<file path="src/eesf_defines.vh">
/*
 * Shared constants of the EEPROM status-flag logic: command codes,
 * status select codes, frame bit counts, stored word layout.
 * Assumes inclusion by bare name from each design file of the block.
 */
`ifndef EESF_DEFINES_VH
`define EESF_DEFINES_VH

// ====================================================================
// Command bytes, first bit on the wire is bit 7
`define EESF_CMD_READ      8'hA8
`define EESF_CMD_WRITE     8'hA4
`define EESF_CMD_WEN       8'hA3
`define EESF_CMD_WDIS      8'hA0
`define EESF_CMD_STATUS    8'hA9

// ====================================================================
// Status select, two leading bits of the second byte
`define EESF_SEL_BUSY      2'h0
`define EESF_SEL_WEN       2'h2
`define EESF_SEL_ECC       2'h1

// ====================================================================
// Frame counts of rising clock edges, counted from zero
`define EESF_CNT_W         6
`define EESF_CNT_MODE      6'h07
`define EESF_CNT_ADDR      6'h0F
`define EESF_CNT_DATA0     6'h10
`define EESF_CNT_LAST      6'h1F

// ====================================================================
// Stored word: data plus four check bits per byte
`define EESF_ADDR_W        7
`define EESF_DATA_W        16
`define EESF_WORD_W        24
`define EESF_CHK_LO_LSB    16
`define EESF_CHK_HI_LSB    20

// ====================================================================
// Write-enable latch values, zero means writes allowed
`define EESF_WEL_ENABLED   1'b0
`define EESF_WEL_DISABLED  1'b1

`endif

</file>
<file path="src/eesf_core.v">
/*
 * Serial command front end and status flags of a 128 x 16 EEPROM:
 * command decode, write-enable latch, ECC correction and flag, busy flag
 * and ready/busy pin, status output on serial out.
 * Assumes an outside word store answering mem_rd_req on the next clock,
 * and an outside self-timed write timer driving write_busy on sys_clk.
 */
`timescale 1ns/1ps
`include "eesf_defines.vh"

module eesf_core (
	input  wire                     sys_clk,         // 40 MHz system clock
	input  wire                     sys_rst,         // Synchronous reset, high
	input  wire                     cs_n,            // Chip select pin, low active
	input  wire                     sck,             // Serial clock pin
	input  wire                     serial_in,       // Serial data in pin
	input  wire                     rst_pin,         // Reset pin, high active
	output reg                      serial_out,      // Serial data out
	output reg                      serial_out_oe_n, // Output enable, low drives
	output reg                      rdy_busy_n,      // Ready high, busy low
	output reg                      write_halt,      // Reset pin seen, stop write
	input  wire                     write_busy,      // Self-timed write running
	output reg  [`EESF_ADDR_W-1:0]  mem_addr,        // Word address
	output reg                      mem_rd_req,      // Read pulse
	input  wire [`EESF_WORD_W-1:0]  mem_rdata,       // Stored word, next cycle
	output reg                      mem_wr_req,      // Write start pulse
	output reg  [`EESF_WORD_W-1:0]  mem_wdata,       // Word with check bits
	output wire                     wen_flag,        // Latch, 0 enabled
	output wire                     ecc_flag         // Last read corrected
);

	// One-hot frame states
	localparam [4:0] ST_HEAD  = 5'h01;
	localparam [4:0] ST_READ  = 5'h02;
	localparam [4:0] ST_WRITE = 5'h04;
	localparam [4:0] ST_STAT  = 5'h08;
	localparam [4:0] ST_DONE  = 5'h10;

	wire [3:0]                 pins_s;
	wire                       cs_n_s;
	wire                       sck_s;
	wire                       din_s;
	wire                       rstp_s;
	wire                       ctrl_clr;
	wire                       sck_rise;
	wire                       sck_fall;
	wire [7:0]                 byte_in;
	wire [7:0]                 fix_lo;
	wire [7:0]                 fix_hi;
	wire                       cor_lo;
	wire                       cor_hi;
	wire                       status_bit;

	reg                        sck_d_r;
	reg  [4:0]                 state_r;
	reg  [4:0]                 state_nxt;
	reg  [`EESF_CNT_W-1:0]     cnt_r;
	reg  [7:0]                 shift_r;
	reg  [`EESF_DATA_W-1:0]    wdat_r;
	reg  [1:0]                 sel_r;
	reg                        stat_on_r;
	reg                        rd_pend_r;
	reg  [`EESF_DATA_W-1:0]    rword_r;
	reg                        ecc_pend_r;
	reg                        ecc_r;
	reg                        wel_r;

	// ====================================================================
	// Pin synchronisers
	eesf_sync #(
		.WIDTH    (4)
	) u_sync (
		.sys_clk  (sys_clk),
		.sys_rst  (sys_rst),
		.async_in ({rst_pin, serial_in, sck, cs_n}),
		.rst_val  (4'h3),
		.sync_out (pins_s)
	);

	assign cs_n_s = pins_s[0];
	assign sck_s  = pins_s[1];
	assign din_s  = pins_s[2];
	assign rstp_s = pins_s[3];

	// Controller is held clear by chip select high or the reset pin
	assign ctrl_clr = cs_n_s | rstp_s;
	assign sck_rise = sck_s & ~sck_d_r;
	assign sck_fall = ~sck_s & sck_d_r;
	assign byte_in  = {shift_r[6:0], din_s};

	// ====================================================================
	// Check bit generator, used for both bytes of a written word
	function [3:0] chk_bits;
		input [7:0] d;
		begin
			chk_bits[0] = d[0] ^ d[1] ^ d[3] ^ d[4] ^ d[6];
			chk_bits[1] = d[0] ^ d[2] ^ d[3] ^ d[5] ^ d[6];
			chk_bits[2] = d[1] ^ d[2] ^ d[3] ^ d[7];
			chk_bits[3] = d[4] ^ d[5] ^ d[6] ^ d[7];
		end
	endfunction

	// ====================================================================
	// Per-byte correction of the fetched word
	// one fix per byte
	eesf_ecc_byte u_ecc_lo (
		.raw_data  (mem_rdata[7:0]),
		.raw_chk   (mem_rdata[`EESF_CHK_LO_LSB+3:`EESF_CHK_LO_LSB]),
		.fix_data  (fix_lo),
		.corrected (cor_lo)
	);

	eesf_ecc_byte u_ecc_hi (
		.raw_data  (mem_rdata[15:8]),
		.raw_chk   (mem_rdata[`EESF_CHK_HI_LSB+3:`EESF_CHK_HI_LSB]),
		.fix_data  (fix_hi),
		.corrected (cor_hi)
	);

	// ====================================================================
	// Frame state: decided by the mode byte on the eighth rise
	always @* begin
		state_nxt = state_r;
		case (state_r)
			ST_HEAD: begin
				if (sck_rise && cnt_r == `EESF_CNT_MODE) begin
					case (byte_in)
						`EESF_CMD_READ:   state_nxt = ST_READ;
						`EESF_CMD_WRITE:  state_nxt = ST_WRITE;
						`EESF_CMD_STATUS: state_nxt = ST_STAT;
						default:          state_nxt = ST_DONE;
					endcase
				end
			end
			ST_READ, ST_WRITE: begin
				if (sck_rise && cnt_r == `EESF_CNT_LAST)
					state_nxt = ST_DONE;
			end
			ST_STAT: state_nxt = ST_STAT;
			ST_DONE: state_nxt = ST_DONE;
			default: state_nxt = ST_HEAD;
		endcase
	end

	// ====================================================================
	// Sequencer registers; state, count and shift cleared while chip select is high
	always @(posedge sys_clk) begin
		if (sys_rst) begin
			sck_d_r <= 1'b1;
			state_r <= ST_HEAD;
			cnt_r   <= {`EESF_CNT_W{1'b0}};
			shift_r <= 8'h00;
			wdat_r  <= 16'h0000;
			sel_r   <= 2'h0;
		end else begin
			sck_d_r <= sck_s;
			if (ctrl_clr) begin
				state_r <= ST_HEAD;
				cnt_r   <= {`EESF_CNT_W{1'b0}};
				shift_r <= 8'h00;
			end else begin
				state_r <= state_nxt;
				if (sck_rise) begin
					// Mode byte of a latch command held until byte two ends
					if (state_r != ST_DONE)
						shift_r <= byte_in;
					if (cnt_r != `EESF_CNT_LAST + 6'h01)
						cnt_r <= cnt_r + 6'h01;
					// Data bits arrive D0 first
					if (cnt_r >= `EESF_CNT_DATA0)
						wdat_r <= {din_s, wdat_r[15:1]};
					if (state_r == ST_STAT && cnt_r == `EESF_CNT_ADDR)
						sel_r <= byte_in[7:6];
				end
			end
		end
	end

	// ====================================================================
	// Address capture, A0 arrives first
	always @(posedge sys_clk) begin
		if (sys_rst) begin
			mem_addr <= {`EESF_ADDR_W{1'b0}};
		end else if (!ctrl_clr && sck_rise && cnt_r == `EESF_CNT_ADDR &&
				(state_r == ST_READ || state_r == ST_WRITE)) begin
			mem_addr <= {shift_r[0], shift_r[1], shift_r[2], shift_r[3],
				shift_r[4], shift_r[5], shift_r[6]};
		end
	end

	// ====================================================================
	// Write-enable latch: no reset, only the two latch commands touch it
	// no initial state
	always @(posedge sys_clk) begin
		if (!sys_rst && !ctrl_clr && sck_rise && state_r == ST_DONE &&
				cnt_r == `EESF_CNT_ADDR) begin
			case (shift_r)
				`EESF_CMD_WEN:  wel_r <= `EESF_WEL_ENABLED;
				`EESF_CMD_WDIS: wel_r <= `EESF_WEL_DISABLED;
				default:        wel_r <= wel_r;
			endcase
		end
	end

	// ====================================================================
	// Write start on the 32nd rise
	always @(posedge sys_clk) begin
		if (sys_rst) begin
			mem_wr_req <= 1'b0;
			mem_wdata  <= {`EESF_WORD_W{1'b0}};
		end else begin
			mem_wr_req <= 1'b0;
			if (!ctrl_clr && sck_rise && state_r == ST_WRITE &&
					cnt_r == `EESF_CNT_LAST && wel_r == `EESF_WEL_ENABLED &&
					!write_busy) begin
				mem_wr_req <= 1'b1;
				mem_wdata  <= {chk_bits({din_s, wdat_r[15:9]}), chk_bits(wdat_r[8:1]),
					din_s, wdat_r[15:1]};
			end
		end
	end

	// ====================================================================
	// Read fetch after the address byte, latch not consulted
	// reads ignore latch
	always @(posedge sys_clk) begin
		if (sys_rst) begin
			mem_rd_req <= 1'b0;
			rd_pend_r  <= 1'b0;
			rword_r    <= 16'h0000;
			ecc_pend_r <= 1'b0;
		end else begin
			mem_rd_req <= !ctrl_clr && sck_rise && state_r == ST_READ &&
				cnt_r == `EESF_CNT_ADDR;
			rd_pend_r  <= mem_rd_req;
			if (rd_pend_r) begin
				rword_r    <= {fix_hi, fix_lo};
				ecc_pend_r <= cor_hi | cor_lo;
			end
		end
	end

	// ====================================================================
	// ECC flag committed when the read frame completes
	always @(posedge sys_clk) begin
		if (sys_rst) begin
			ecc_r <= 1'b0;
		end else if (!ctrl_clr && sck_rise && state_r == ST_READ &&
				cnt_r == `EESF_CNT_LAST) begin
			ecc_r <= ecc_pend_r;
		end
	end

	// ====================================================================
	// Ready/busy pin and write halt
	always @(posedge sys_clk) begin
		if (sys_rst) begin
			rdy_busy_n <= 1'b1;
			write_halt <= 1'b0;
		end else begin
			rdy_busy_n <= ~write_busy;
			write_halt <= rstp_s;
		end
	end

	assign status_bit = (sel_r == `EESF_SEL_WEN) ? wel_r :
		(sel_r == `EESF_SEL_ECC) ? ecc_r :
		(sel_r == `EESF_SEL_BUSY) ? rdy_busy_n : 1'b1;

	// ====================================================================
	// Serial out: read data on falls 16..31, status from fall 16 onward
	always @(posedge sys_clk) begin
		if (sys_rst) begin
			serial_out      <= 1'b1;
			serial_out_oe_n <= 1'b1;
			stat_on_r       <= 1'b0;
		end else if (ctrl_clr) begin
			serial_out      <= 1'b1;
			serial_out_oe_n <= 1'b1;
			stat_on_r       <= 1'b0;
		end else if (stat_on_r) begin
			serial_out      <= status_bit;
			serial_out_oe_n <= 1'b0;
		end else if (sck_fall && cnt_r == `EESF_CNT_DATA0 && state_r == ST_STAT) begin
			stat_on_r       <= 1'b1;
			serial_out      <= status_bit;
			serial_out_oe_n <= 1'b0;
		end else if (sck_fall && state_r == ST_READ && cnt_r >= `EESF_CNT_DATA0) begin
			serial_out      <= rword_r[cnt_r[3:0]];
			serial_out_oe_n <= 1'b0;
		end else if (sck_fall && state_r != ST_READ) begin
			serial_out_oe_n <= 1'b1;
		end
	end

	assign wen_flag = wel_r;
	assign ecc_flag = ecc_r;

endmodule // eesf_core

</file>
<file path="src/eesf_ecc_byte.v">
/*
 * Single-error corrector for one byte held with four Hamming check bits.
 * Assumes check bits were made with the same code by the write path.
 */
`timescale 1ns/1ps

module eesf_ecc_byte (
	input  wire [7:0] raw_data,  // Stored data byte
	input  wire [3:0] raw_chk,   // Stored check bits p8 p4 p2 p1
	output reg  [7:0] fix_data,  // Corrected data byte
	output wire       corrected  // A single error was found
);

	wire [3:0] calc;
	wire [3:0] syn;

	// ====================================================================
	// Recompute check bits and form the syndrome
	assign calc[0] = raw_data[0] ^ raw_data[1] ^ raw_data[3] ^ raw_data[4] ^ raw_data[6];
	assign calc[1] = raw_data[0] ^ raw_data[2] ^ raw_data[3] ^ raw_data[5] ^ raw_data[6];
	assign calc[2] = raw_data[1] ^ raw_data[2] ^ raw_data[3] ^ raw_data[7];
	assign calc[3] = raw_data[4] ^ raw_data[5] ^ raw_data[6] ^ raw_data[7];
	assign syn       = calc ^ raw_chk;
	assign corrected = (syn != 4'h0);

	// Flip the data bit the syndrome points at
	always @* begin
		fix_data = raw_data;
		case (syn)
			4'h3: fix_data[0] = ~raw_data[0];
			4'h5: fix_data[1] = ~raw_data[1];
			4'h6: fix_data[2] = ~raw_data[2];
			4'h7: fix_data[3] = ~raw_data[3];
			4'h9: fix_data[4] = ~raw_data[4];
			4'hA: fix_data[5] = ~raw_data[5];
			4'hB: fix_data[6] = ~raw_data[6];
			4'hC: fix_data[7] = ~raw_data[7];
			default: fix_data = raw_data;
		endcase
	end

endmodule // eesf_ecc_byte

</file>
<file path="src/eesf_sync.v">
/*
 * Two-flop synchronisers for the asynchronous serial pins.
 * Assumes pins are quasi-static relative to the 25 ns system clock.
 */
`timescale 1ns/1ps

module eesf_sync #(
	parameter WIDTH = 4
) (
	input  wire             sys_clk,  // System clock
	input  wire             sys_rst,  // Synchronous reset, high
	input  wire [WIDTH-1:0] async_in, // Raw pin levels
	input  wire [WIDTH-1:0] rst_val,  // Level shown during reset
	output wire [WIDTH-1:0] sync_out  // Synchronised levels
);

	reg [WIDTH-1:0] meta_r;
	reg [WIDTH-1:0] sync_r;

	// ====================================================================
	// Two stages per bit, first stage read only by the second
	genvar i;
	generate
		for (i = 0; i < WIDTH; i = i + 1) begin : g_bit
			always @(posedge sys_clk) begin
				// Reset to the idle level, so no false edge follows reset
				if (sys_rst) begin
					meta_r[i] <= rst_val[i];
					sync_r[i] <= rst_val[i];
				end else begin
					meta_r[i] <= async_in[i];
					sync_r[i] <= meta_r[i];
				end
			end
			assign sync_out[i] = sys_rst ? rst_val[i] : sync_r[i];
		end
	endgenerate

endmodule // eesf_sync

</file>
<file path="config.mk">
export PLATFORM = sky130hd
export DESIGN_NAME = eesf_core
export DESIGN_NICKNAME = d
export VERILOG_FILES = /design/src/eesf_core.v /design/src/eesf_ecc_byte.v /design/src/eesf_sync.v
export VERILOG_INCLUDE_DIRS = /design/src
export SDC_FILE = /design/constraint.sdc
export NUM_CORES = 1
export LEC_CHECK = 0
export BUFFER_PORTS_ARGS = -buffer_cell sky130_fd_sc_hd__buf_4
export CAP_MARGIN = 20
export CORE_MARGIN = 2
export CORE_UTILIZATION = 34
export DETAILED_ROUTE_END_ITERATION = 12
export GPL_ROUTABILITY_DRIVEN = 0
export SLEW_MARGIN = 30
export SYNTH_ARGS = -nofsm -noshare
export SYNTH_HDL_FRONTEND = slang
export SYNTH_SLANG_ARGS = --single-unit
</file>
<file path="constraint.sdc">
create_clock -name sys_clk -period 1.91 [get_ports sys_clk]
set_clock_uncertainty 0.15 [all_clocks]
set_input_delay 0.382 -clock sys_clk [delete_from_list [all_inputs] [get_ports sys_clk]]
set_output_delay 0.382 -clock sys_clk [all_outputs]
set_load 0.005 [all_outputs]
</file>
Yosys cells after proc, flatten, opt, wreduce, memory -nomap -nowiden
Cells that the tools add are included.

Flip-flop bits (word level): 104. Output and inout port bits: 39.

Reduce and logical (&&, ||, !) cells: 40. Add/sub/neg operators: 1. Magnitude comparators: 2. Equality and inequality tests: 37. Mux-type cells: 40. Bitwise logic cells: 83.

Operators with widths (number): 1-bit bitwise XOR (56); 8-bit == test, second input constant (5); 1-bit two-way mux (34); 4-bit == test, second input constant (8); 4-bit by 3-bit == test with 1-bit output, second input constant (6); 1-bit logical AND (22); 1-bit NOT (21); 5-bit case mux with 4 select lines (1); 5-bit case mux with 3 select lines (1); 6-bit by 5-bit == test with 1-bit output, second input constant (2); 4-bit nonzero test (3); 5-bit two-way mux (2); 4-bit by 2-bit == test with 1-bit output, second input constant (2); 2-bit AND reduction (4); 4-bit bitwise XOR (2); 6-bit by 1-bit adder with 6-bit output, second input constant (1); 6-bit by 3-bit == test with 1-bit output, second input constant (1); 6-bit by 4-bit == test with 1-bit output, second input constant (1); 6-bit by 5-bit >= comparator with 1-bit output, second input constant (1); 6-bit != test, second input constant (1); 3-bit AND reduction (2); 5-bit by 1-bit == test with 1-bit output, second input constant (1); 5-bit by 2-bit == test with 1-bit output, second input constant (1); 5-bit by 3-bit == test with 1-bit output, second input constant (1); other kinds (18) (24).

Depth between registers and ports, before layout
Depth in word-level cells: 9. Depth in mapped cells: 8. Gate-level depth less buffers: 7.

Modules after synthesis
From an unflattened synthesis, not the netlist that was laid out.

Cell total of the unflattened synthesis: 560. Area total of the unflattened synthesis: 5173.7 um2.

Modules (own cells, without submodules): eesf_core (area each 4096.4 um2, instances 1, cells each 473); eesf_ecc_byte (area each 366.6 um2, instances 2, cells each 33); eesf_sync (area each 344.1 um2, instances 1, cells each 21).

Worst setup path before layout
Ideal clock, no wire load.

Path type: reg-to-reg. Start point: reg cnt_r[0]. End point: reg serial_out. Arrival time: 1.779 ns. Cell stages (with the launch flop): 6. Buffers on the path: 1. Setup slack: -0.170 ns. Setup time: 0.150 ns. Period minus slack after synthesis: 2.080 ns. Data required time: 1.610 ns. Cell sequence: dfxtp_1 clkbuf_1 mux4_2 mux4_2 nand2_1 a41oi_1.

Word-level cells in the longest chain between the ends: 5.

Ends and longest elaborated chain: from (decl) (line eesf_core.v:57) `` reg [`EESF_CNT_W-1:0] cnt_r; ``; from (signal assigned) (line eesf_core.v:151) `` cnt_r <= {`EESF_CNT_W{1'b0}}; ``; from (signal assigned) (line eesf_core.v:159) `` cnt_r <= {`EESF_CNT_W{1'b0}}; ``; from (signal assigned) (line eesf_core.v:168) `cnt_r <= cnt_r + 6'h01;`; 1-bit binary-select mux with 4-bit select or 6-bit by 5-bit == test with 1-bit output (tied branches); 1-bit two-way mux (implied by the code) or 1-bit logical AND (tied branches); 1-bit two-way mux or 1-bit logical AND (tied branches) (line eesf_core.v:288, eesf_core.v:284); 1-bit two-way mux (line eesf_core.v:284) `` end else if (sck_fall && cnt_r == `EESF_CNT_DATA0 && state_r == ST_STAT) begin ``; 1-bit two-way mux (line eesf_core.v:281) `end else if (stat_on_r) begin`; to (signal assigned) (line eesf_core.v:282) `serial_out <= status_bit;`; to (signal assigned) (line eesf_core.v:286) `serial_out <= status_bit;`; to (signal assigned) (line eesf_core.v:289) `serial_out <= rword_r[cnt_r[3:0]];`; to (decl) (line eesf_core.v:18) `output reg serial_out,`.

Several ways; a longest one is shown, not always the timed one. The select of a mux whose other input is x is not followed. A chain may end at the register's enable or synchronous reset.

Worst setup path after layout
Start point: reg cnt_r[0]. End point: reg mem_addr[4].

Word-level cells in the longest chain between the ends: 3.

Ends and longest elaborated chain: 6-bit by 4-bit == test with 1-bit output (no source line); 1-bit logical AND (no source line); 1-bit logical AND (line eesf_core.v:184) `` end else if (!ctrl_clr && sck_rise && cnt_r == `EESF_CNT_ADDR && ``; to (signal assigned) (line eesf_core.v:183) `` mem_addr <= {`EESF_ADDR_W{1'b0}}; ``; to (signal assigned) (line eesf_core.v:186) `mem_addr <= {shift_r[0], shift_r[1], shift_r[2], shift_r[3],`; to (decl) (line eesf_core.v:23) `` output reg [`EESF_ADDR_W-1:0] mem_addr, ``.

No other way between the ends.

==> flow_summary.toml <==
[critical_path]
slowest_delay_ns = 0.38
r2r-end = "mem_addr[4]"
crit_fanout = 8
crit_chain = "buf_12 > ha_4 > nand4_1 > nor4_4 > buf_12 > mux2i_1 > nor2_1"
critPathTopFamily = "simple AND/OR/NAND/NOR gates"
cp_common_cell = "buf_12"
arrival_ns = 1.97
cpMaxStageDelayCell = "nor4_4"
worstReg2RegStart = "cnt_r[0]"
path_class = "flop to flop"
cp-end-kind = "flop"
path_buf_inv = 2
worstRegToRegCells = 7
worstSetupStartpointType = "flop"
r2r_setup_slack_ns = 0.01
required_ns = 1.98

[finish]
area_growth_pct = 36.3
layout_commonest_cell = "buf_4"
drive_gt1_share_pct = 32.3
diodes = 0
nets = 699
fill_cells = 1336
final_area_um2 = 6700
layout_common_cells = "buf_4 (141), dfxtp_1 (99), nand2_1 (84), nor2_1 (51), a21oi_1 (40)"

[routing]
vias = 4095
drt-vias-per-instance = 4.81
wl_per_cell_um = 13.3
drc_errors = 0
detailedRoute.firstIterationViolations = 139
wl_um = 11300
postRouteAntennaNets = 0
first_pass_iters = 4

[floorplan]
initial_core_util_pct = 35.1
io_pins = 70
rows = 43
die_height_um = 124
core_um2 = 14000
fp.dieW_um = 124
die_area_um2 = 15400

[yosys]
synth_top_cells_by_area = "dfxtp_1 (42%), xnor2_1 (7.1%), nand2_1 (6.5%)"
synth_edf_count = 1
synth_warnings = 0
postSynthRegisterBits = 103
syn-num-nets = 570
synthCells = 537
async_flop_share_pct = 0
yosysSeqAreaShare_pct = 42.2
ys_types = 48
ys.flop_type = "dfxtp_1"
synth_top_area_share_pct = 41.6
avgSynthCellArea_um2 = 9.15
yosysTopAreaCell = "dfxtp_1"
synth_area_um2 = 4910

[cts]
clock_path_buffers = 2
clkLatencyLatePin_ns = 0.34
cts.sinks = 103
cts_hold_buf = 0
cts_buffers = 9
htreeDepth = 3
ctsRootBufferMaster = "clkbuf_16"
cts.clk_slew.worst_paths_ns = 0.07
tritoncts = "yes"

[sta]
slew_headroom_pct = 71.7
slew_violations = 0
post-route-period-util_pct = 99.2
tightest_slew_ns = 0.424
fin_setup_tns_ns = 0
rsz0062_at_grt = "yes"
fmax_ghz = 0.528
min_period_ns = 1.90
setup_viol = 0
final_hold_viol_count = 0

[pwr]
power_density_nw_per_um2 = 692
ir_drop_mv = 0.378
seq_power_share_pct = 46.7
p_clk_share_pct = 39.3
p_comb_share_pct = 14.0
swShare_pct = 24.7
p_switching_w = 0.00115
leakage_nw = 2.49
internal_power_w = 0.00349

[global_route]
grt_pass1_vias = 3877
antenna_found_initial = 0
grt.total_usage_pct = 14.4
grt_pass1_wl_um = 18800
grt_max_degree = 40
overflow = 0

[place]
dp_hpwl_um = 8210
port-buffer-count = 69
placed_area_um2 = 6150

[status]
outcome = "finished clean"

[min_path]
worstHoldStart = "sck"
hold_class = "input port to flop"
hold_depth = 2
hold_end = "u_sync.meta_r[1]"

[flow_run]
drv_cap = 0
## worst max path at each step
| stage | from | endpoint | slack (ns) | cells past startpoint |
|---|---|---|---|---|
| global route | cnt_r[0] | mem_addr[4] | -0.1 | 7 |
| finish | cnt_r[0] | mem_addr[4] | 0.01 | 7 |
| CTS | cnt_r[0] | serial_out | -0.005 | 5 |
| global placement | mem_rdata[12] | ecc_pend_r | -0.24 | 6 |
| floorplan | mem_rdata[1] | rword_r[4] | -0.03 | 5 |
| detailed placement | mem_rdata[12] | ecc_pend_r | -0.29 | 6 |
## cells by family after synthesis
group | synth area share (%)
AOI/OAI and AO/OA | 10.2
xor gates and xnor gates | 16.2
adders and majority gates | 0.509
buffers and inverters | 2.62
DFF | 42.2
muxes | 6.37
and+or+nand+nor | 22.0
## layer usage
| layer | vias up | GRT usage [%] | share of wire [%] |
|---|---|---|---|
| li1 | 2106 | - | - |
| met1 | 1911 | 19.4 | 47 |
| met2 | 70 | 23.2 | 48 |
| met3 | 8 | 2.97 | 3.7 |
| met4 | 0 | 4.16 | 1.4 |
| met5 | - | 0 | 0 |
## Yosys cell counts, types with 2 or more instances
cell type and n:
nor4_4 2, nor4b_1 5, xnor3_1 4, o21ai_0 7, or3_1 3, nor3_1 9, a21o_1 2, nand2_1 85
nor4_1 8, xnor2_1 40, xor3_1 2, xnor3_2 3, or4_1 2, inv_1 5, nand3b_1 4, mux4_2 5
ha_1 2, o21ba_2 2, xor2_1 25, nand2b_1 2, mux2i_1 20, a211oi_1 18, or2_2 6, nor4b_2 2
a31oi_1 3, nand4b_1 3, nor2b_1 10, nor3b_1 3, nand3_1 11, clkbuf_1 27, nand4_1 8, nor2_1 51
a21oi_1 42, dfxtp_1 102
## flip-flops by register name, indices dropped and copies added, names as in the netlist, 2 cells and up
register	flops
cnt_r	6
mem_addr	7
mem_wdata	24
rword_r	16
sel_r	2
shift_r	8
state_r	5
u_sync.meta_r	4
u_sync.sync_r	4
wdat_r	15
## per-stage QoR
stage	power (W)	setup slack [ns]	instances	hold slack (ns)	utilization [%]
2_1_floorplan	0.00259	-0.0313	537	0.239	-
3_3_place_gp	0.00281	-0.242	827	0.250	44.0
3_5_place_dp	0.00282	-0.286	827	0.245	44.0
4_1_cts	0.00465	-0.00550	845	0.0617	46.4
5_1_grt	0.00483	-0.0968	851	0.0675	47.9
6_report	0.00463	0.0148	851	0.0708	47.9
## worst reg2reg max path, stage by stage (launching register included)
cell and delay, ns:
dfxtp_2 0.34, buf_12 0.13, ha_4 0.15, nand4_1 0.21, nor4_4 0.38, buf_12 0.17
mux2i_1 0.19, nor2_1 0.05
## power by group through the flow
| stage | combinational, W | sequential, W | clock, W |
|---|---|---|---|
| final | 0.000647 | 0.00216 | 0.00182 |
| after global routing | 0.000702 | 0.00217 | 0.00197 |
| after CTS | 0.000612 | 0.00216 | 0.00187 |
| after detailed placement | 0.000608 | 0.00222 | 0 |
| after floorplan | 0.000378 | 0.00221 | 0 |
| after global placement | 0.000595 | 0.00222 | 0 |
## final cells by class
cell class	count	area, µm²	share of cell area [%]
multi-input cells	400	2900	43.3
clock inverters	5	45.0	0.673
clock buffers	11	254	3.79
inverters	5	18.8	0.280
repair buffers	147	1170	17.5
flip-flops and latches	103	2080	31.0
well taps	180	225	3.36
## timing repair
item                                    4_1_cts  5_1_grt
gates resized for setup                       5       27
gates cloned                                  0        1
hold endpoints to repair                      0        0
setup buffers                                 2        5
endpoints found under the setup margin       31       50
pin swaps                                     7        9
Note: power is estimated with default switching activity, not from simulation.
